**src/shared/exec_pkg.sv**
```systemverilog
package exec_pkg;

  // ****************************************
  // Widths
  // ****************************************
  localparam int DATA_W = 16;
  localparam int ADDR_W = 15;
  localparam int SC_W   = 6;

  // ****************************************
  // Register byte offsets
  // ****************************************
  localparam logic [5:0] OFS_INSTR     = 6'h00;
  localparam logic [5:0] OFS_ACC_A     = 6'h04;
  localparam logic [5:0] OFS_ACC_B     = 6'h08;
  localparam logic [5:0] OFS_PCOUNT    = 6'h0C;
  localparam logic [5:0] OFS_FLAGS     = 6'h10;
  localparam logic [5:0] OFS_MEM_OPND  = 6'h14;
  localparam logic [5:0] OFS_MEM_WDATA = 6'h18;
  localparam logic [5:0] OFS_MEM_WADDR = 6'h1C;

  // ****************************************
  // Flag register bit positions
  // ****************************************
  localparam int FLG_EXT   = 0;
  localparam int FLG_OVF   = 1;
  localparam int FLG_HALT  = 2;
  localparam int FLG_IEN   = 3;
  localparam int FLG_BUSY  = 4;
  localparam int FLG_MEMWR = 5;

  // ****************************************
  // Reset values
  // ****************************************
  localparam logic [14:0] RST_PCOUNT = 15'h0000;
  localparam logic [15:0] RST_ACC    = 16'h0000;

  // ****************************************
  // Instruction fields and codes
  // ****************************************
  localparam logic [3:0]  GRP_REG  = 4'h0;
  localparam logic [3:0]  GRP_IO   = 4'h8;
  localparam logic [3:0]  OP_OR_A  = 4'h6;
  localparam logic [3:0]  OP_CALL  = 4'h3;
  localparam logic [3:0]  OP_GOTO  = 4'h5;
  localparam logic [3:0]  OP_BUMP  = 4'h7;
  localparam logic [2:0]  OP_CPX   = 3'h5;
  localparam logic [2:0]  OP_LDX   = 3'h6;
  localparam logic [2:0]  IO_STOP  = 3'h0;
  localparam logic [2:0]  IO_FLAG  = 3'h1;
  localparam logic [2:0]  IO_LOAD  = 3'h5;
  localparam logic [2:0]  IO_CTRL  = 3'h7;
  localparam logic [5:0]  SC_ALL   = 6'h00;
  localparam logic [5:0]  SC_OVF   = 6'h01;
  localparam logic [2:0]  SH_ALS   = 3'h0;
  localparam logic [2:0]  SH_ARS   = 3'h1;
  localparam logic [2:0]  SH_RAL   = 3'h2;
  localparam logic [2:0]  SH_RAR   = 3'h3;
  localparam logic [2:0]  SH_ALR   = 3'h4;
  localparam logic [2:0]  SH_EXTR  = 3'h5;
  localparam logic [2:0]  SH_EXTL  = 3'h6;
  localparam logic [2:0]  SH_ALF   = 3'h7;
  localparam logic [1:0]  AC_CLR   = 2'h1;
  localparam logic [1:0]  AC_CMP   = 2'h2;
  localparam logic [1:0]  AC_SET   = 2'h3;

  // ****************************************
  // Timing
  // ****************************************
  localparam int CLK_PERIOD_NS = 20;
  localparam int IO_SETTLE_NS  = 100;
  localparam int IO_SETTLE_CYC = (IO_SETTLE_NS + CLK_PERIOD_NS - 1) / CLK_PERIOD_NS;

  // ****************************************
  // Sequencer states
  // ****************************************
  typedef enum logic [1:0] {
    ST_IDLE   = 2'h0,
    ST_IOWAIT = 2'h1,
    ST_EXEC   = 2'h3
  } exec_state_type;

endpackage : exec_pkg

```
**src/hdl/minicomputer_instruction_execute.sv**
```systemverilog
// The address map and the Avalon-MM interface to the registers were decided locally.
`timescale 1ns/100ps
// Functional notes
// [RQ1] Arithmetic left shift: bits 0-14 up, zero into bit 0, sign kept.
// [RQ2] Left shift clear sign: bits 0-14 up, zero into bit 0, sign zero.
// [RQ3] Arithmetic right shift: all bits down, sign copied into bit 14, sign kept.
// [RQ4] Clear-complement accumulator leaves all sixteen bits one.
// [RQ5] Clear accumulator forces all sixteen bits of A or B to zero.
// [RQ6] Complement accumulator inverts all sixteen bits.
// [RQ7] Extend bit: clear zeroes, complement inverts, clear-complement sets it.
// [RQ8] Clear control resets addressed card control; select code 00 resets all.
// [RQ9] Clear flag resets addressed card flag; code 00 drops interrupt enable only.
// [RQ10] Clear flag and clear control in one word both take effect.
// [RQ11] Clear overflow resets the overflow bit.
// [RQ12] Compare skips by two when memory differs from accumulator, else one.
// [RQ13] Rotate extend left: bit 15 to extend, old extend to bit 0.
// [RQ14] Rotate extend right: bit 0 to extend, old extend to bit 15.
// [RQ15] Halt stops, shows halt, blocks interrupts, keeps word, P is location plus one.
// [RQ16] Increment adds one; carry may set extend, overflow may set overflow.
// [RQ17] OR memory word into A, memory unchanged.
// [RQ18] Increment memory, skip when zero; extend and overflow untouched.
// [RQ19] Jump loads P with the instruction address field.
// [RQ20] Subroutine call stores P plus one at X, continues at X plus one.
// [RQ21] Load replaces selected accumulator with memory word.
// [RQ22] Load input takes addressed card buffer into selected accumulator.
// [RQ23] Column one shift runs first, column four shift runs last.
// [RQ24] Without skip or jump, P advances by one.
module minicomputer_instruction_execute #(
  parameter int IO_SETTLE = exec_pkg::IO_SETTLE_CYC
) (
  // Clock and reset
  input  wire logic        i_clk_sys,
  input  wire logic        i_rst_n,
  // Avalon-MM slave
  input  wire logic [5:0]  i_avs_address,
  input  wire logic        i_avs_read,
  input  wire logic        i_avs_write,
  input  wire logic [31:0] i_avs_writedata,
  input  wire logic [3:0]  i_avs_byteenable,
  output logic      [31:0] o_avs_readdata,
  output logic             o_avs_waitrequest,
  // Interface cards
  input  wire logic [15:0] i_io_data,
  output logic      [5:0]  o_io_sel,
  output logic             o_ctl_clear,
  output logic             o_ctl_clear_all,
  output logic             o_flag_clear,
  output logic             o_int_enable,
  output logic             o_halt
);

  // ****************************************
  // State
  // ****************************************
  typedef struct packed {
    exec_pkg::exec_state_type st;
    logic [2:0]               cnt;
    logic [15:0]              ir;
    logic [15:0]              acc_a;
    logic [15:0]              acc_b;
    logic [14:0]              pc;
    logic                     ext;
    logic                     ovf;
    logic                     halt;
    logic                     ien;
    logic                     ien_o;
    logic                     memwr;
    logic [15:0]              mem_opnd;
    logic [15:0]              mem_wdata;
    logic [14:0]              mem_waddr;
    logic [15:0]              io_s1;
    logic [15:0]              io_s2;
    logic [15:0]              io_s3;
    logic [15:0]              io_stable;
    logic [5:0]               io_sel;
    logic                     ctl_clr;
    logic                     ctl_clr_all;
    logic                     flag_clr;
    logic                     wait_r;
    logic [31:0]              rdata;
  } state_type;

  state_type r;
  state_type r_nxt;

  // ****************************************
  // Functions
  // ****************************************
  function automatic logic [16:0] shift_op(input logic [2:0]  op,
                                           input logic [15:0] v,
                                           input logic        e);
    logic [16:0] res;
    res = {e, v};
    case (op)
      exec_pkg::SH_ALS: res = {e, v[15], v[13:0], 1'b0};   // RQ1
      exec_pkg::SH_ARS: res = {e, v[15], v[15:1]};         // RQ3
      exec_pkg::SH_RAL: res = {e, v[14:0], v[15]};
      exec_pkg::SH_RAR: res = {e, v[0], v[15:1]};
      exec_pkg::SH_ALR: res = {e, 1'b0, v[13:0], 1'b0};    // RQ2
      exec_pkg::SH_EXTR: res = {v[0], e, v[15:1]};         // RQ14
      exec_pkg::SH_EXTL: res = {v[15], v[14:0], e};        // RQ13
      exec_pkg::SH_ALF: res = {e, v[11:0], v[15:12]};
      default:          res = {e, v};
    endcase
    return res;
  endfunction : shift_op

  function automatic logic [15:0] merge16(input logic [15:0] old,
                                          input logic [15:0] wd,
                                          input logic [1:0]  be);
    logic [15:0] res;
    res = old;
    if (be[0]) begin
      res[7:0] = wd[7:0];
    end
    if (be[1]) begin
      res[15:8] = wd[15:8];
    end
    return res;
  endfunction : merge16

  // ****************************************
  // Next state
  // ****************************************
  always_comb begin
    logic        req;
    logic [15:0] acc;
    logic [15:0] wd;
    logic [16:0] t;
    logic [14:0] ea;
    logic [14:0] tgt;
    logic        e;
    logic        e0;
    logic        skip;
    logic        jump;
    logic        wr_acc;
    logic        ts;
    logic        tl;
    logic        tz;
    logic [5:0]  sc;
    req    = i_avs_read | i_avs_write;
    acc    = 16'h0000;
    wd     = i_avs_writedata[15:0];
    t      = 17'h00000;
    ea     = 15'h0000;
    tgt    = 15'h0000;
    e      = 1'b0;
    e0     = 1'b0;
    skip   = 1'b0;
    jump   = 1'b0;
    wr_acc = 1'b0;
    ts     = 1'b0;
    tl     = 1'b0;
    tz     = 1'b0;
    sc     = r.ir[5:0];
    r_nxt  = r;
    r_nxt.ctl_clr     = 1'b0;
    r_nxt.ctl_clr_all = 1'b0;
    r_nxt.flag_clr    = 1'b0;
    // Card buffer synchroniser; a word counts once two stages agree
    r_nxt.io_s1 = i_io_data;
    r_nxt.io_s2 = r.io_s1;
    r_nxt.io_s3 = r.io_s2;
    if (r.io_s2 == r.io_s3) begin
      r_nxt.io_stable = r.io_s3;
    end

    // ****************************************
    // Bus slave: one wait cycle, then answer
    // ****************************************
    r_nxt.wait_r = !(req && r.wait_r);
    if (i_avs_read && r.wait_r) begin
      case (i_avs_address)
        exec_pkg::OFS_INSTR:     r_nxt.rdata = {16'h0000, r.ir};
        exec_pkg::OFS_ACC_A:     r_nxt.rdata = {16'h0000, r.acc_a};
        exec_pkg::OFS_ACC_B:     r_nxt.rdata = {16'h0000, r.acc_b};
        exec_pkg::OFS_PCOUNT:    r_nxt.rdata = {17'h00000, r.pc};
        exec_pkg::OFS_FLAGS:     r_nxt.rdata = {26'h0000000, r.memwr,
                                               r.st != exec_pkg::ST_IDLE,
                                               r.ien, r.halt, r.ovf, r.ext};
        exec_pkg::OFS_MEM_OPND:  r_nxt.rdata = {16'h0000, r.mem_opnd};
        exec_pkg::OFS_MEM_WDATA: r_nxt.rdata = {16'h0000, r.mem_wdata};
        exec_pkg::OFS_MEM_WADDR: r_nxt.rdata = {17'h00000, r.mem_waddr};
        default:                 r_nxt.rdata = 32'h00000000;
      endcase
    end
    if (i_avs_read && !r.wait_r && i_avs_address == exec_pkg::OFS_MEM_WDATA) begin
      r_nxt.memwr = 1'b0;
    end
    if (i_avs_write && !r.wait_r) begin
      case (i_avs_address)
        exec_pkg::OFS_INSTR: begin
          if (r.st == exec_pkg::ST_IDLE && !r.halt) begin
            r_nxt.ir     = wd;
            r_nxt.io_sel = wd[5:0];
            r_nxt.cnt    = 3'h0;
            if (wd[15:12] == exec_pkg::GRP_IO && wd[10] && wd[8:6] == exec_pkg::IO_LOAD) begin
              r_nxt.st = exec_pkg::ST_IOWAIT;
            end else begin
              r_nxt.st = exec_pkg::ST_EXEC;
            end
          end
        end
        exec_pkg::OFS_ACC_A:    r_nxt.acc_a = merge16(r.acc_a, wd, i_avs_byteenable[1:0]);
        exec_pkg::OFS_ACC_B:    r_nxt.acc_b = merge16(r.acc_b, wd, i_avs_byteenable[1:0]);
        exec_pkg::OFS_PCOUNT:   r_nxt.pc = 15'(merge16({1'b0, r.pc}, wd, i_avs_byteenable[1:0]));
        exec_pkg::OFS_MEM_OPND: begin
          r_nxt.mem_opnd = merge16(r.mem_opnd, wd, i_avs_byteenable[1:0]);
        end
        exec_pkg::OFS_FLAGS: begin
          if (i_avs_byteenable[0]) begin
            r_nxt.ext = wd[exec_pkg::FLG_EXT];
            r_nxt.ovf = wd[exec_pkg::FLG_OVF];
            r_nxt.ien = wd[exec_pkg::FLG_IEN];
            if (wd[exec_pkg::FLG_HALT]) begin
              r_nxt.halt = 1'b0;
            end
          end
        end
        default: ;
      endcase
    end

    // ****************************************
    // Sequencer and execution
    // ****************************************
    case (r.st)
      exec_pkg::ST_IDLE: ;
      exec_pkg::ST_IOWAIT: begin
        r_nxt.cnt = r.cnt + 3'h1;
        if (r.cnt == 3'(IO_SETTLE - 1)) begin
          r_nxt.st = exec_pkg::ST_EXEC;
        end
      end
      exec_pkg::ST_EXEC: begin
        r_nxt.st = exec_pkg::ST_IDLE;
        acc = r.ir[11] ? r.acc_b : r.acc_a;
        e   = r.ext;
        ea  = {r.ir[10] ? r.pc[14:10] : 5'h00, r.ir[9:0]};
        if (r.ir[15:12] == exec_pkg::GRP_REG && !r.ir[10]) begin
          wr_acc = 1'b1;
          if (r.ir[9]) begin
            {e, acc} = shift_op(r.ir[8:6], acc, e);                  // RQ23
          end
          if (r.ir[5]) begin
            e = 1'b0;
          end
          skip = r.ir[3] && !acc[0];
          if (r.ir[4]) begin
            {e, acc} = shift_op(r.ir[2:0], acc, e);                  // RQ23
          end
        end else if (r.ir[15:12] == exec_pkg::GRP_REG) begin
          wr_acc = 1'b1;
          e0 = e;
          case (r.ir[9:8])
            exec_pkg::AC_CLR: acc = 16'h0000;                        // RQ5
            exec_pkg::AC_CMP: acc = ~acc;                            // RQ6
            exec_pkg::AC_SET: acc = 16'hFFFF;                        // RQ4
            default: ;
          endcase
          case (r.ir[7:6])
            exec_pkg::AC_CLR: e = 1'b0;                              // RQ7
            exec_pkg::AC_CMP: e = ~e;                                // RQ7
            exec_pkg::AC_SET: e = 1'b1;                              // RQ7
            default: ;
          endcase
          ts = acc[15];
          tl = acc[0];
          if (r.ir[2]) begin
            t = {1'b0, acc} + 17'h00001;                             // RQ16
            if (t[16]) begin
              e = 1'b1;
            end
            if (acc == 16'h7FFF) begin
              r_nxt.ovf = 1'b1;
            end
            acc = t[15:0];
          end
          tz = (acc != 16'h0000);
          if (!r.ir[0]) begin
            skip = (r.ir[5] && !e0) || (r.ir[4] && !ts) || (r.ir[3] && !tl)
                   || (r.ir[1] && !tz);
          end else if (r.ir[5:1] == 5'h00 || r.ir[5:1] == 5'h02) begin
            skip = 1'b1;
          end else if (r.ir[4] && r.ir[3]) begin
            skip = (ts && tl) || (r.ir[5] && e0) || (r.ir[1] && tz);
          end else begin
            skip = (r.ir[5] && e0) || (r.ir[4] && ts) || (r.ir[3] && tl)
                   || (r.ir[1] && tz);
          end
        end else if (r.ir[15:12] == exec_pkg::GRP_IO && r.ir[10]) begin
          case (r.ir[8:6])
            exec_pkg::IO_STOP: r_nxt.halt = 1'b1;                    // RQ15
            exec_pkg::IO_FLAG: begin
              if (!r.ir[9] && sc == exec_pkg::SC_ALL) begin
                r_nxt.ien = 1'b1;
              end else if (!r.ir[9] && sc == exec_pkg::SC_OVF) begin
                r_nxt.ovf = 1'b1;
              end
            end
            exec_pkg::IO_LOAD: begin
              acc    = r.io_stable;                                  // RQ22
              wr_acc = 1'b1;
            end
            exec_pkg::IO_CTRL: begin
              if (r.ir[11] && sc == exec_pkg::SC_ALL) begin
                r_nxt.ctl_clr_all = 1'b1;                            // RQ8
              end else if (r.ir[11]) begin
                r_nxt.ctl_clr = 1'b1;                                // RQ8
              end
            end
            default: ;
          endcase
          if (r.ir[9]) begin                                         // RQ10
            if (sc == exec_pkg::SC_ALL) begin
              r_nxt.ien = 1'b0;                                      // RQ9
            end else if (sc == exec_pkg::SC_OVF) begin
              r_nxt.ovf = 1'b0;                                      // RQ11
            end else begin
              r_nxt.flag_clr = 1'b1;                                 // RQ9
            end
          end
        end else if (r.ir[14:12] != 3'h0) begin
          case (r.ir[14:11])
            exec_pkg::OP_OR_A: r_nxt.acc_a = r.acc_a | r.mem_opnd;  // RQ17
            exec_pkg::OP_CALL: begin
              r_nxt.mem_wdata = {1'b0, r.pc + 15'h0001};             // RQ20
              r_nxt.mem_waddr = ea;
              r_nxt.memwr     = 1'b1;
              tgt  = ea + 15'h0001;
              jump = 1'b1;
            end
            exec_pkg::OP_GOTO: begin
              tgt  = ea;                                             // RQ19
              jump = 1'b1;
            end
            exec_pkg::OP_BUMP: begin
              r_nxt.mem_wdata = r.mem_opnd + 16'h0001;               // RQ18
              r_nxt.mem_waddr = ea;
              r_nxt.memwr     = 1'b1;
              skip = (r.mem_opnd == 16'hFFFF);                       // RQ18
            end
            default: begin
              if (r.ir[14:12] == exec_pkg::OP_CPX) begin
                skip = (r.mem_opnd != acc);                          // RQ12
              end else if (r.ir[14:12] == exec_pkg::OP_LDX) begin
                acc    = r.mem_opnd;                                 // RQ21
                wr_acc = 1'b1;
              end
            end
          endcase
        end
        if (wr_acc && r.ir[11]) begin
          r_nxt.acc_b = acc;
        end else if (wr_acc) begin
          r_nxt.acc_a = acc;
        end
        if (r.ir[15:12] == exec_pkg::GRP_REG) begin
          r_nxt.ext = e;
        end
        if (jump) begin
          r_nxt.pc = tgt;
        end else begin
          r_nxt.pc = r.pc + (skip ? 15'h0002 : 15'h0001);            // RQ24
        end
      end
      default: r_nxt.st = exec_pkg::ST_IDLE;
    endcase
    r_nxt.ien_o = r_nxt.ien && !r_nxt.halt;                          // RQ15
  end

  // ****************************************
  // Registers
  // ****************************************
  always_ff @(posedge i_clk_sys) begin
    if (!i_rst_n) begin
      r        <= '0;
      r.st     <= exec_pkg::ST_IDLE;
      r.wait_r <= 1'b1;
      r.pc     <= exec_pkg::RST_PCOUNT;
      r.acc_a  <= exec_pkg::RST_ACC;
      r.acc_b  <= exec_pkg::RST_ACC;
    end else begin
      r <= r_nxt;
    end
  end

  assign o_avs_readdata    = r.rdata;
  assign o_avs_waitrequest = r.wait_r;
  assign o_io_sel          = r.io_sel;
  assign o_ctl_clear       = r.ctl_clr;
  assign o_ctl_clear_all   = r.ctl_clr_all;
  assign o_flag_clear      = r.flag_clr;
  assign o_int_enable      = r.ien_o;
  assign o_halt            = r.halt;

  // ****************************************
  // Checks
  // ****************************************
  logic ex;
  logic ex_mref;
  assign ex      = (r.st == exec_pkg::ST_EXEC);
  assign ex_mref = ex && r.ir[15:12] != exec_pkg::GRP_IO && r.ir[14:12] != 3'h0;

  a_shift_left_sign: assert property (@(posedge i_clk_sys) disable iff (!i_rst_n) // RQ1
    ex && r.ir == 16'h0A00 |=> r.acc_b == {$past(r.acc_b[15]), $past(r.acc_b[13:0]), 1'b0})
    else $error("arithmetic left shift result wrong");
  a_shift_right_sign: assert property (@(posedge i_clk_sys) disable iff (!i_rst_n) // RQ3
    ex && r.ir == 16'h0A40 |=> r.acc_b[15:14] == {2{$past(r.acc_b[15])}})
    else $error("arithmetic right shift sign wrong");
  a_clear_acc_zero: assert property (@(posedge i_clk_sys) disable iff (!i_rst_n) // RQ5
    ex && r.ir == 16'h0D00 |=> r.acc_b == 16'h0000)
    else $error("clear accumulator left bits set");
  a_compl_acc_inv: assert property (@(posedge i_clk_sys) disable iff (!i_rst_n) // RQ6
    ex && r.ir == 16'h0600 |=> r.acc_a == ~$past(r.acc_a))
    else $error("complement accumulator wrong");
  a_compare_skip_two: assert property (@(posedge i_clk_sys) disable iff (!i_rst_n) // RQ12
    ex_mref && r.ir[14:11] == 4'hA |=> r.pc == ($past(r.mem_opnd) != $past(r.acc_a) ?
      $past(r.pc) + 15'h0002 : $past(r.pc) + 15'h0001) && $stable(r.acc_a))
    else $error("compare skip advance wrong");
  a_or_into_acc: assert property (@(posedge i_clk_sys) disable iff (!i_rst_n) // RQ17
    ex_mref && r.ir[14:11] == exec_pkg::OP_OR_A
      |=> r.acc_a == ($past(r.acc_a) | $past(r.mem_opnd)))
    else $error("or into accumulator wrong");
  a_bump_keeps_flags: assert property (@(posedge i_clk_sys) disable iff (!i_rst_n) // RQ18
    ex_mref && r.ir[14:11] == exec_pkg::OP_BUMP |=> $stable(r.ext) && $stable(r.ovf) && r.memwr)
    else $error("increment skip touched extend or overflow");
  a_jump_target: assert property (@(posedge i_clk_sys) disable iff (!i_rst_n) // RQ19
    ex_mref && r.ir[14:11] == exec_pkg::OP_GOTO && !r.ir[10]
      |=> r.pc == {5'h00, $past(r.ir[9:0])})
    else $error("jump target wrong");
  a_flag_zero_ien: assert property (@(posedge i_clk_sys) disable iff (!i_rst_n) // RQ9
    ex && r.ir[15:12] == exec_pkg::GRP_IO && r.ir[10] && r.ir[9] && r.ir[5:0] == 6'h00
      |=> !r.ien && !o_flag_clear ##1 !o_int_enable)
    else $error("clear flag code zero wrong");
  a_halt_blocks_int: assert property (@(posedge i_clk_sys) disable iff (!i_rst_n) // RQ15
    ex && r.ir[15:12] == exec_pkg::GRP_IO && r.ir[10] && r.ir[8:6] == exec_pkg::IO_STOP
      |=> o_halt && !o_int_enable && r.pc == $past(r.pc) + 15'h0001)
    else $error("halt effects wrong");

endmodule : minicomputer_instruction_execute

```
**config.mk**
```make
export PLATFORM = sky130hd
export DESIGN_NAME = minicomputer_instruction_execute
export DESIGN_NICKNAME = d
export VERILOG_FILES = /design/src/shared/exec_pkg.sv /design/src/hdl/minicomputer_instruction_execute.sv
export SDC_FILE = /design/constraint.sdc
export NUM_CORES = 1
export LEC_CHECK = 0
export BUFFER_PORTS_ARGS = -buffer_cell sky130_fd_sc_hd__buf_4
export CAP_MARGIN = 10
export CORE_MARGIN = 2
export CORE_UTILIZATION = 60
export CTS_CLUSTER_SIZE = 25
export DETAILED_ROUTE_END_ITERATION = 12
export PLACE_DENSITY = 0.78
export SLEW_MARGIN = 25
export SYNTH_ARGS = -nofsm -noshare
export SYNTH_HDL_FRONTEND = slang
export SYNTH_SLANG_ARGS = --single-unit
```
**constraint.sdc**
```tcl
create_clock -name i_clk_sys -period 7.4 [get_ports i_clk_sys]
set_input_delay 0.37 -clock i_clk_sys [delete_from_list [all_inputs] [get_ports i_clk_sys]]
set_output_delay 0.37 -clock i_clk_sys [all_outputs]
set_load 0.005 [all_outputs]
```
======== Yosys cells after proc, flatten, opt, wreduce, memory -nomap -nowiden ========
Index checks and enable logic that the tools add are counted.
storage, ports and cells
  flip-flop bits (word level) ............. 227
  logic and storage cells ................. 291
cells by class
  add/subtract/negate cells ............... 6
  equal/unequal tests ..................... 45
  multiplexer cells ....................... 124
  bitwise gates (word level) .............. 11
  reductions and logical operators ........ 78
operators by type and width
  cell                                                                     number
  16-bit 2-to-1 mux                                                        30
  17-bit one-hot mux with 8 select lines                                   2
  16-bit one-hot mux with 8 select lines                                   1
  15-bit 2-to-1 mux                                                        6
  72-bit 2-to-1 mux                                                        1
  31-bit one-hot mux with 2 select lines                                   1
  1-bit 2-to-1 mux                                                         56
  17-bit 2-to-1 mux                                                        3
  51-bit 2-to-1 mux                                                        1
  16-bit one-hot mux with 3 select lines                                   1
  21-bit 2-to-1 mux                                                        2
  8-bit 2-to-1 mux                                                         5
  3-bit equality test, second input constant                               12
  15-bit by 1-bit adder with 15-bit output, second input constant          2
  15-bit one-hot mux with 2 select lines                                   1
  1-bit logical AND                                                        26
  6-bit by 5-bit equality test with 1-bit output, second input constant    4
  3-bit AND reduction                                                      6
  2-bit nonzero test                                                       9
  16-bit by 1-bit adder with 17-bit output, second input constant          1
  16-bit by 1-bit adder with 16-bit output, second input constant          1
  16-bit by 15-bit equality test with 1-bit output, second input constant  1
  16-bit equality test                                                     1
  16-bit equality test, second input constant                              1
  41 further kinds                                                         90

======== Depth between registers and ports, before layout ========
  word-level depth ........................ 26
  depth in mapped cells ................... 27

======== Least setup slack after synthesis ========
No wires, ideal clock.
  kind .................................... flip-flop to flip-flop
  start ................................... register r[214] (netlist name)
  end ..................................... register r[173] (netlist name)
  library setup time ...................... 58 ps
  data arrival time ....................... 6332 ps
  slack ................................... 1010 ps
  stages on the path, launching flop included .. 27
  period minus slack after synthesis ...... 6390 ps
  cells stage by stage .................... dfxtp_1 -> clkbuf_1 -> clkbuf_1 -> clkbuf_1 -> buf_1 -> buf_1 -> nor2_1 -> xnor2_1 -> ha_1 -> nand3b_1 -> a2111oi_0 -> a31o_2 -> a211oi_1 -> a2111oi_0 -> a31oi_1 -> or4b_1 -> o311a_1 -> o31ai_1 -> ha_1 -> fa_1 -> nand3_1 -> or3_1 -> buf_1 -> o32ai_1 -> nor2_1 -> a311oi_1 -> o21a_1
between the ends
  longest elaborated chain between the ends .. 23
  elaborated cells on any way between the ends .. 64
  classes of those cells .................. add/sub (3); eq/ne (10); mux (29); reduce/logical (22)
ends and longest elaborated chain
  item                                                                                   RTL line                                 text
  from (decl)                                                                            minicomputer_instruction_execute.sv:83   state_type r;
  from (signal assigned)                                                                 minicomputer_instruction_execute.sv:384  r <= r_nxt;
  2-bit equality test or 2-bit by 1-bit equality test with 1-bit output (tied branches)  minicomputer_instruction_execute.sv:255  case (r.ir[9:8])
  16-bit one-hot mux with 3 select lines                                                 minicomputer_instruction_execute.sv:255
  16-bit 2-to-1 mux                                                                      minicomputer_instruction_execute.sv:252  end else if (r.ir[15:12] == exec_pkg::GRP_REG) begin
  16-bit 2-to-1 mux                                                                      minicomputer_instruction_execute.sv:240  if (r.ir[15:12] == exec_pkg::GRP_REG && !r.ir[10]) begin
  16-bit 2-to-1 mux                                                                      minicomputer_instruction_execute.sv:227  case (r.st)
  16-bit by 1-bit adder with 17-bit output                                               minicomputer_instruction_execute.sv:270  t = {1'b0, acc} + 17'h00001;
  16-bit 2-to-1 mux                                                                      minicomputer_instruction_execute.sv:269  if (r.ir[2]) begin
  16-bit 2-to-1 mux                                                                      minicomputer_instruction_execute.sv:252
  [7 not listed]                                                                         --
  1-bit 2-to-1 mux                                                                       minicomputer_instruction_execute.sv:280  if (!r.ir[0]) begin
  1-bit 2-to-1 mux                                                                       minicomputer_instruction_execute.sv:252
  1-bit 2-to-1 mux                                                                       minicomputer_instruction_execute.sv:240
  1-bit 2-to-1 mux                                                                       minicomputer_instruction_execute.sv:227
  2-bit 2-to-1 mux                                                                       minicomputer_instruction_execute.sv:364  r_nxt.pc = r.pc + (skip ? 15'h0002 : 15'h0001);
  15-bit by 2-bit adder with 15-bit output                                               minicomputer_instruction_execute.sv:364
  15-bit 2-to-1 mux (*)                                                                  minicomputer_instruction_execute.sv:361  if (jump) begin
  51-bit 2-to-1 mux (*)                                                                  minicomputer_instruction_execute.sv:227
Mark *: on every way between the ends. The rest lies on a longest branch, timed or not. The select of a mux whose other input is x is not followed.
A chain may end at the register's enable or synchronous reset.

======== Final worst setup path ========
  start ................................... register r[217] (netlist name)
  end ..................................... register r[173] (netlist name)
between the ends
  longest elaborated chain between the ends .. 24
  elaborated cells on any way between the ends .. 71
  classes of those cells .................. add/sub (2); eq/ne (5); mux (40); bitwise (1); reduce/logical (23)
ends and longest elaborated chain
  item                                      RTL line                                 text
  16-bit 2-to-1 mux                         minicomputer_instruction_execute.sv:237  acc = r.ir[11] ? r.acc_b : r.acc_a;
  16-bit inverter                           minicomputer_instruction_execute.sv:257  exec_pkg::AC_CMP: acc = ~acc;
  16-bit one-hot mux with 3 select lines    minicomputer_instruction_execute.sv:255
  16-bit 2-to-1 mux                         minicomputer_instruction_execute.sv:252
  16-bit 2-to-1 mux                         minicomputer_instruction_execute.sv:240
  16-bit 2-to-1 mux                         minicomputer_instruction_execute.sv:227
  16-bit by 1-bit adder with 17-bit output  minicomputer_instruction_execute.sv:270
  16-bit 2-to-1 mux                         minicomputer_instruction_execute.sv:269
  [8 not listed]                            --
  1-bit 2-to-1 mux                          minicomputer_instruction_execute.sv:280
  1-bit 2-to-1 mux                          minicomputer_instruction_execute.sv:252
  1-bit 2-to-1 mux                          minicomputer_instruction_execute.sv:240
  1-bit 2-to-1 mux                          minicomputer_instruction_execute.sv:227
  2-bit 2-to-1 mux                          minicomputer_instruction_execute.sv:364
  15-bit by 2-bit adder with 15-bit output  minicomputer_instruction_execute.sv:364
  15-bit 2-to-1 mux (*)                     minicomputer_instruction_execute.sv:361
  51-bit 2-to-1 mux (*)                     minicomputer_instruction_execute.sv:227
Marks and branches as above.

==> flow_summary.json <==
{
  "grt_max_degree": 97,
  "multiInputGateArea_sq_um": 8502,
  "drive_gt1_frac": 0.1070,
  "synth_cells": 1797,
  "crit_start": "r[217]$_SDFFE_PN0P_",
  "min_from": "i_io_data[5]",
  "report.final.slew_viol_count": 0,
  "timing.fmax_ghz": 0.1429,
  "grt_pass1_wl_um": 76550,
  "r2r_slack_ns": 0.40,
  "layout.area.seq_sq_um": 4106,
  "dr.pass1.iters": 8,
  "detail-route-antenna-nets": 0,
  "antenna_found_initial": 2,
  "viasPerCell": 7.120,
  "yosys-top-cells-count": "nand2_1 (225), dfxtp_1 (205), clkbuf_1 (153), a21oi_1 (144), nor2_1 (144)",
  "yosysTopAreaCellShare": 0.3032,
  "gp_congestion": 0.9974,
  "cts.sinks": 205,
  "die_y_um": 154.2,
  "r2r.worst_path.cells": 22,
  "outcome": "finished clean",
  "wl_per_cell_um": 25.02,
  "cts_tree": "built",
  "max_slew.worst_pin.slew_ns": 0.9314,
  "synth-main-ff-cell": "dfxtp_1",
  "hold_buffers": 0,
  "timing.rr.end": "r[173]$_SDFFE_PN0P_",
  "whs_path_depth": 2,
  "crit_chain": "mux2i_1 -> nor2_1 -> xnor2_1 -> inv_1 -> ha_1 -> nand3b_1 -> a2111oi_0 -> a31o_2 -> a211oi_1 -> a2111oi_0 -> a31oi_1 -> or4b_1 -> o311a_1 -> o31ai_1 -> ha_1 -> fa_1 -> nand3_1 -> or3_1 -> o32ai_1 -> nor2_1 -> a311oi_1 -> o21a_1",
  "synth_cell_types": 76,
  "clock_path_buffers": 3,
  "critPathLaunchType": "flip-flop",
  "place_area_sq_um": 13940,
  "cts_resized": 0,
  "yosys.cell_count.top_type": "nand2_1",
  "io_buffer_count": 71,
  "r2r-start": "r[217]$_SDFFE_PN0P_",
  "fin_crit_sh": 0.9457,
  "cts_setup_buffers": 0,
  "coreArea_sq_um": 21960,
  "finalSetupViolations": 0,
  "synthTopCellsByArea": "dfxtp_1 (30%), nand2_1 (6.2%), a21oi_1 (5.3%)",
  "cts_buffers": 22,
  "n_fill_cell": 1913,
  "critical_path_class": "flip-flop to flip-flop",
  "drt_iter0_markers": 2561,
  "synthArstFlopShare": 0,
  "fin_area_sq_um": 14710,
  "grt_usage": 0.4128,
  "hold_class": "input pin to flip-flop",
  "fp-row-count": 54,
  "dp.cells": 2006,
  "start_util": 0.6164,
  "clkTransAtPathRegs_ns": 0.07,
  "netlist_area_sq_um": 13530,
  "htreeDepth": 1,
  "slowest_stage": "or4b_1",
  "ys_seq_area_frac": 0.3032,
  "postSynthAreaPerCell_sq_um": 7.532,
  "cts-root-buf": "clkbuf_16",
  "cp.required_ns": 7.86,
  "slew_headroom": 0.3791,
  "fin_crit_ns": 6.998,
  "ir_drop_v": 0.0002407,
  "whs_endpoint": "r[95]$_SDFF_PN0_",
  "drc": 0,
  "power.density_nw_per_um2": 162.0,
  "max_stage_delay_ns": 0.66,
  "dp_hpwl_um": 35700,
  "io_pins": 106,
  "synth_edf_count": 0,
  "vias": 14570,
  "synth_warnings": 0,
  "grt_pass1_vias": 12770,
  "critPathMaxFanout": 12,
  "grt_setup_unrepaired": "false",
  "fin_worst_skew_ns": 0.01891,
  "fin_cells": 2046,
  "hold_viol": 0,
  "routed_wl_um": 51200,
  "arrival_ns": 7.46,
  "maxCapViolCount": 0,
  "setup_tns_ns": 0,
  "area_growth_pct": 8.653,
  "cp-end-kind": "flip-flop",
  "grt_remaining_overflow": 0,
  "clock_latency_ns": 0.52,
  "cp_top_family": "compound AO/OA/AOI/OAI gates",
  "n_antenna_cell": 0,
  "die-area_sq_um": 23770,
  "fp.dieW_um": 154.2,
  "p_leak_nw": 5.681,
  "synth_seq_cells": 205,
  "cp_num_buf_inv": 1,
  "fin_nets": 1827,
  "synth_top_cell_by_area": "dfxtp_1"
}
-- worst max path at each step --
stage	end	cells past startpoint
2_1_floorplan	r[173]$_SDFFE_PN0P_	26
3_3_place_gp	r[173]$_SDFFE_PN0P_	22
3_5_place_dp	r[173]$_SDFFE_PN0P_	22
4_1_cts	r[173]$_SDFFE_PN0P_	22
5_1_grt	r[169]$_SDFFE_PN0P_	23
6_report	r[173]$_SDFFE_PN0P_	22
-- worst register-to-register path, delay by kind of cell (launching register included) --
kind                       cells  cell delay, ns
buffers and inverters          1            0.12
adders and majority gates      3            0.84
AOI/OAI and AO/OA             10            2.86
and+or+nand+nor                6            1.73
xor gates and xnor gates       1            0.28
muxes                          1            0.60
DFF                            1            0.51
-- registers in the layout (all words and copies together) (netlist names) --
signal             count
o_avs_readdata        16
o_avs_waitrequest      1
o_ctl_clear            1
o_ctl_clear_all        1
o_flag_clear           1
o_halt                 1
o_int_enable           1
r                    183
-- report_power, final --
group | leakage, nW | internal, mW | switching (mW) | total (mW)
clock | 0.369 | 0.688 | 0.469 | 1.16
combinational | 3.65 | 0.0366 | 0.0664 | 0.103
sequential | 1.66 | 1.12 | 0.00741 | 1.12
total | 5.68 | 1.84 | 0.543 | 2.38
-- cell type report --
| class | instances | share of cell area |
|---|---|---|
| inverters | 18 | 0.004680 |
| clock inverters | 7 | 0.006211 |
| repair buffers | 123 | 0.06305 |
| flip-flops and latches | 205 | 0.2792 |
| well taps | 280 | 0.02382 |
| clock buffers | 32 | 0.04484 |
| multi-input cells | 1381 | 0.5781 |
-- per-stage QoR --
stage | setup slack (ns) | hold slack, ns | utilization | power, mW
global route | 0.1410 | 0.06682 | 0.6697 | 2.420
finish | 0.4015 | 0.05534 | 0.6697 | 2.383
detailed placement | 0.7143 | 0.4177 | 0.6346 | 1.245
global placement | 0.8611 | 0.4125 | 0.6346 | 1.243
floorplan | 1.010 | 0.4119 | - | 1.200
CTS | 0.6731 | 0.04988 | 0.6688 | 2.376
-- cells in the final DEF, fill, tap and decap left out, types with 5 or more instances in the layout --
cell type	n
nand3b_1	5
mux2_2	15
and3_1	23
a22o_1	6
and2_1	59
a222oi_1	11
nand2_1	224
nor3_1	36
a21boi_0	18
clkbuf_8	5
nand2b_1	16
clkbuf_16	23
xnor2_1	40
nor4_1	18
a211oi_1	33
nor2b_1	10
xor2_1	47
nand3_1	76
inv_1	17
o211ai_1	20
nor2_1	143
a22oi_1	52
o21ai_0	79
a221oi_1	36
conb_1	16
a41oi_1	6
ha_1	13
a31oi_1	31
a21oi_1	144
dfxtp_1	203
o221ai_1	13
buf_4	122
mux2i_1	56
a311oi_1	26
or3_1	12
nand4_1	12
-- logic make-up (layout without fill, tap and decap cells) --
family                     count (synthesis)  count (layout)  share of synthesized area
DFF                                      205             205                     0.3032
xor gates and xnor gates                  87              87                    0.05630
muxes                                     74              74                    0.05639
and+or+nand+nor                          655             655                     0.2269
buffers and inverters                    226             180                    0.07525
other                                      1              16                  0.0002771
adders and majority gates                 14              14                    0.01350
AOI/OAI and AO/OA                        535             535                     0.2682
-- per-layer routing --
layer / share of wire / GRT usage / routed length [um]
met1: 0.37 / 0.5653 / 19160
met2: 0.41 / 0.6024 / 21130
met3: 0.15 / 0.1138 / 7775
met4: 0.061 / 0.1954 / 3128
met5: 0.00021 / 0 / 11
No activity file was read; power rests on OpenSTA's default activity.
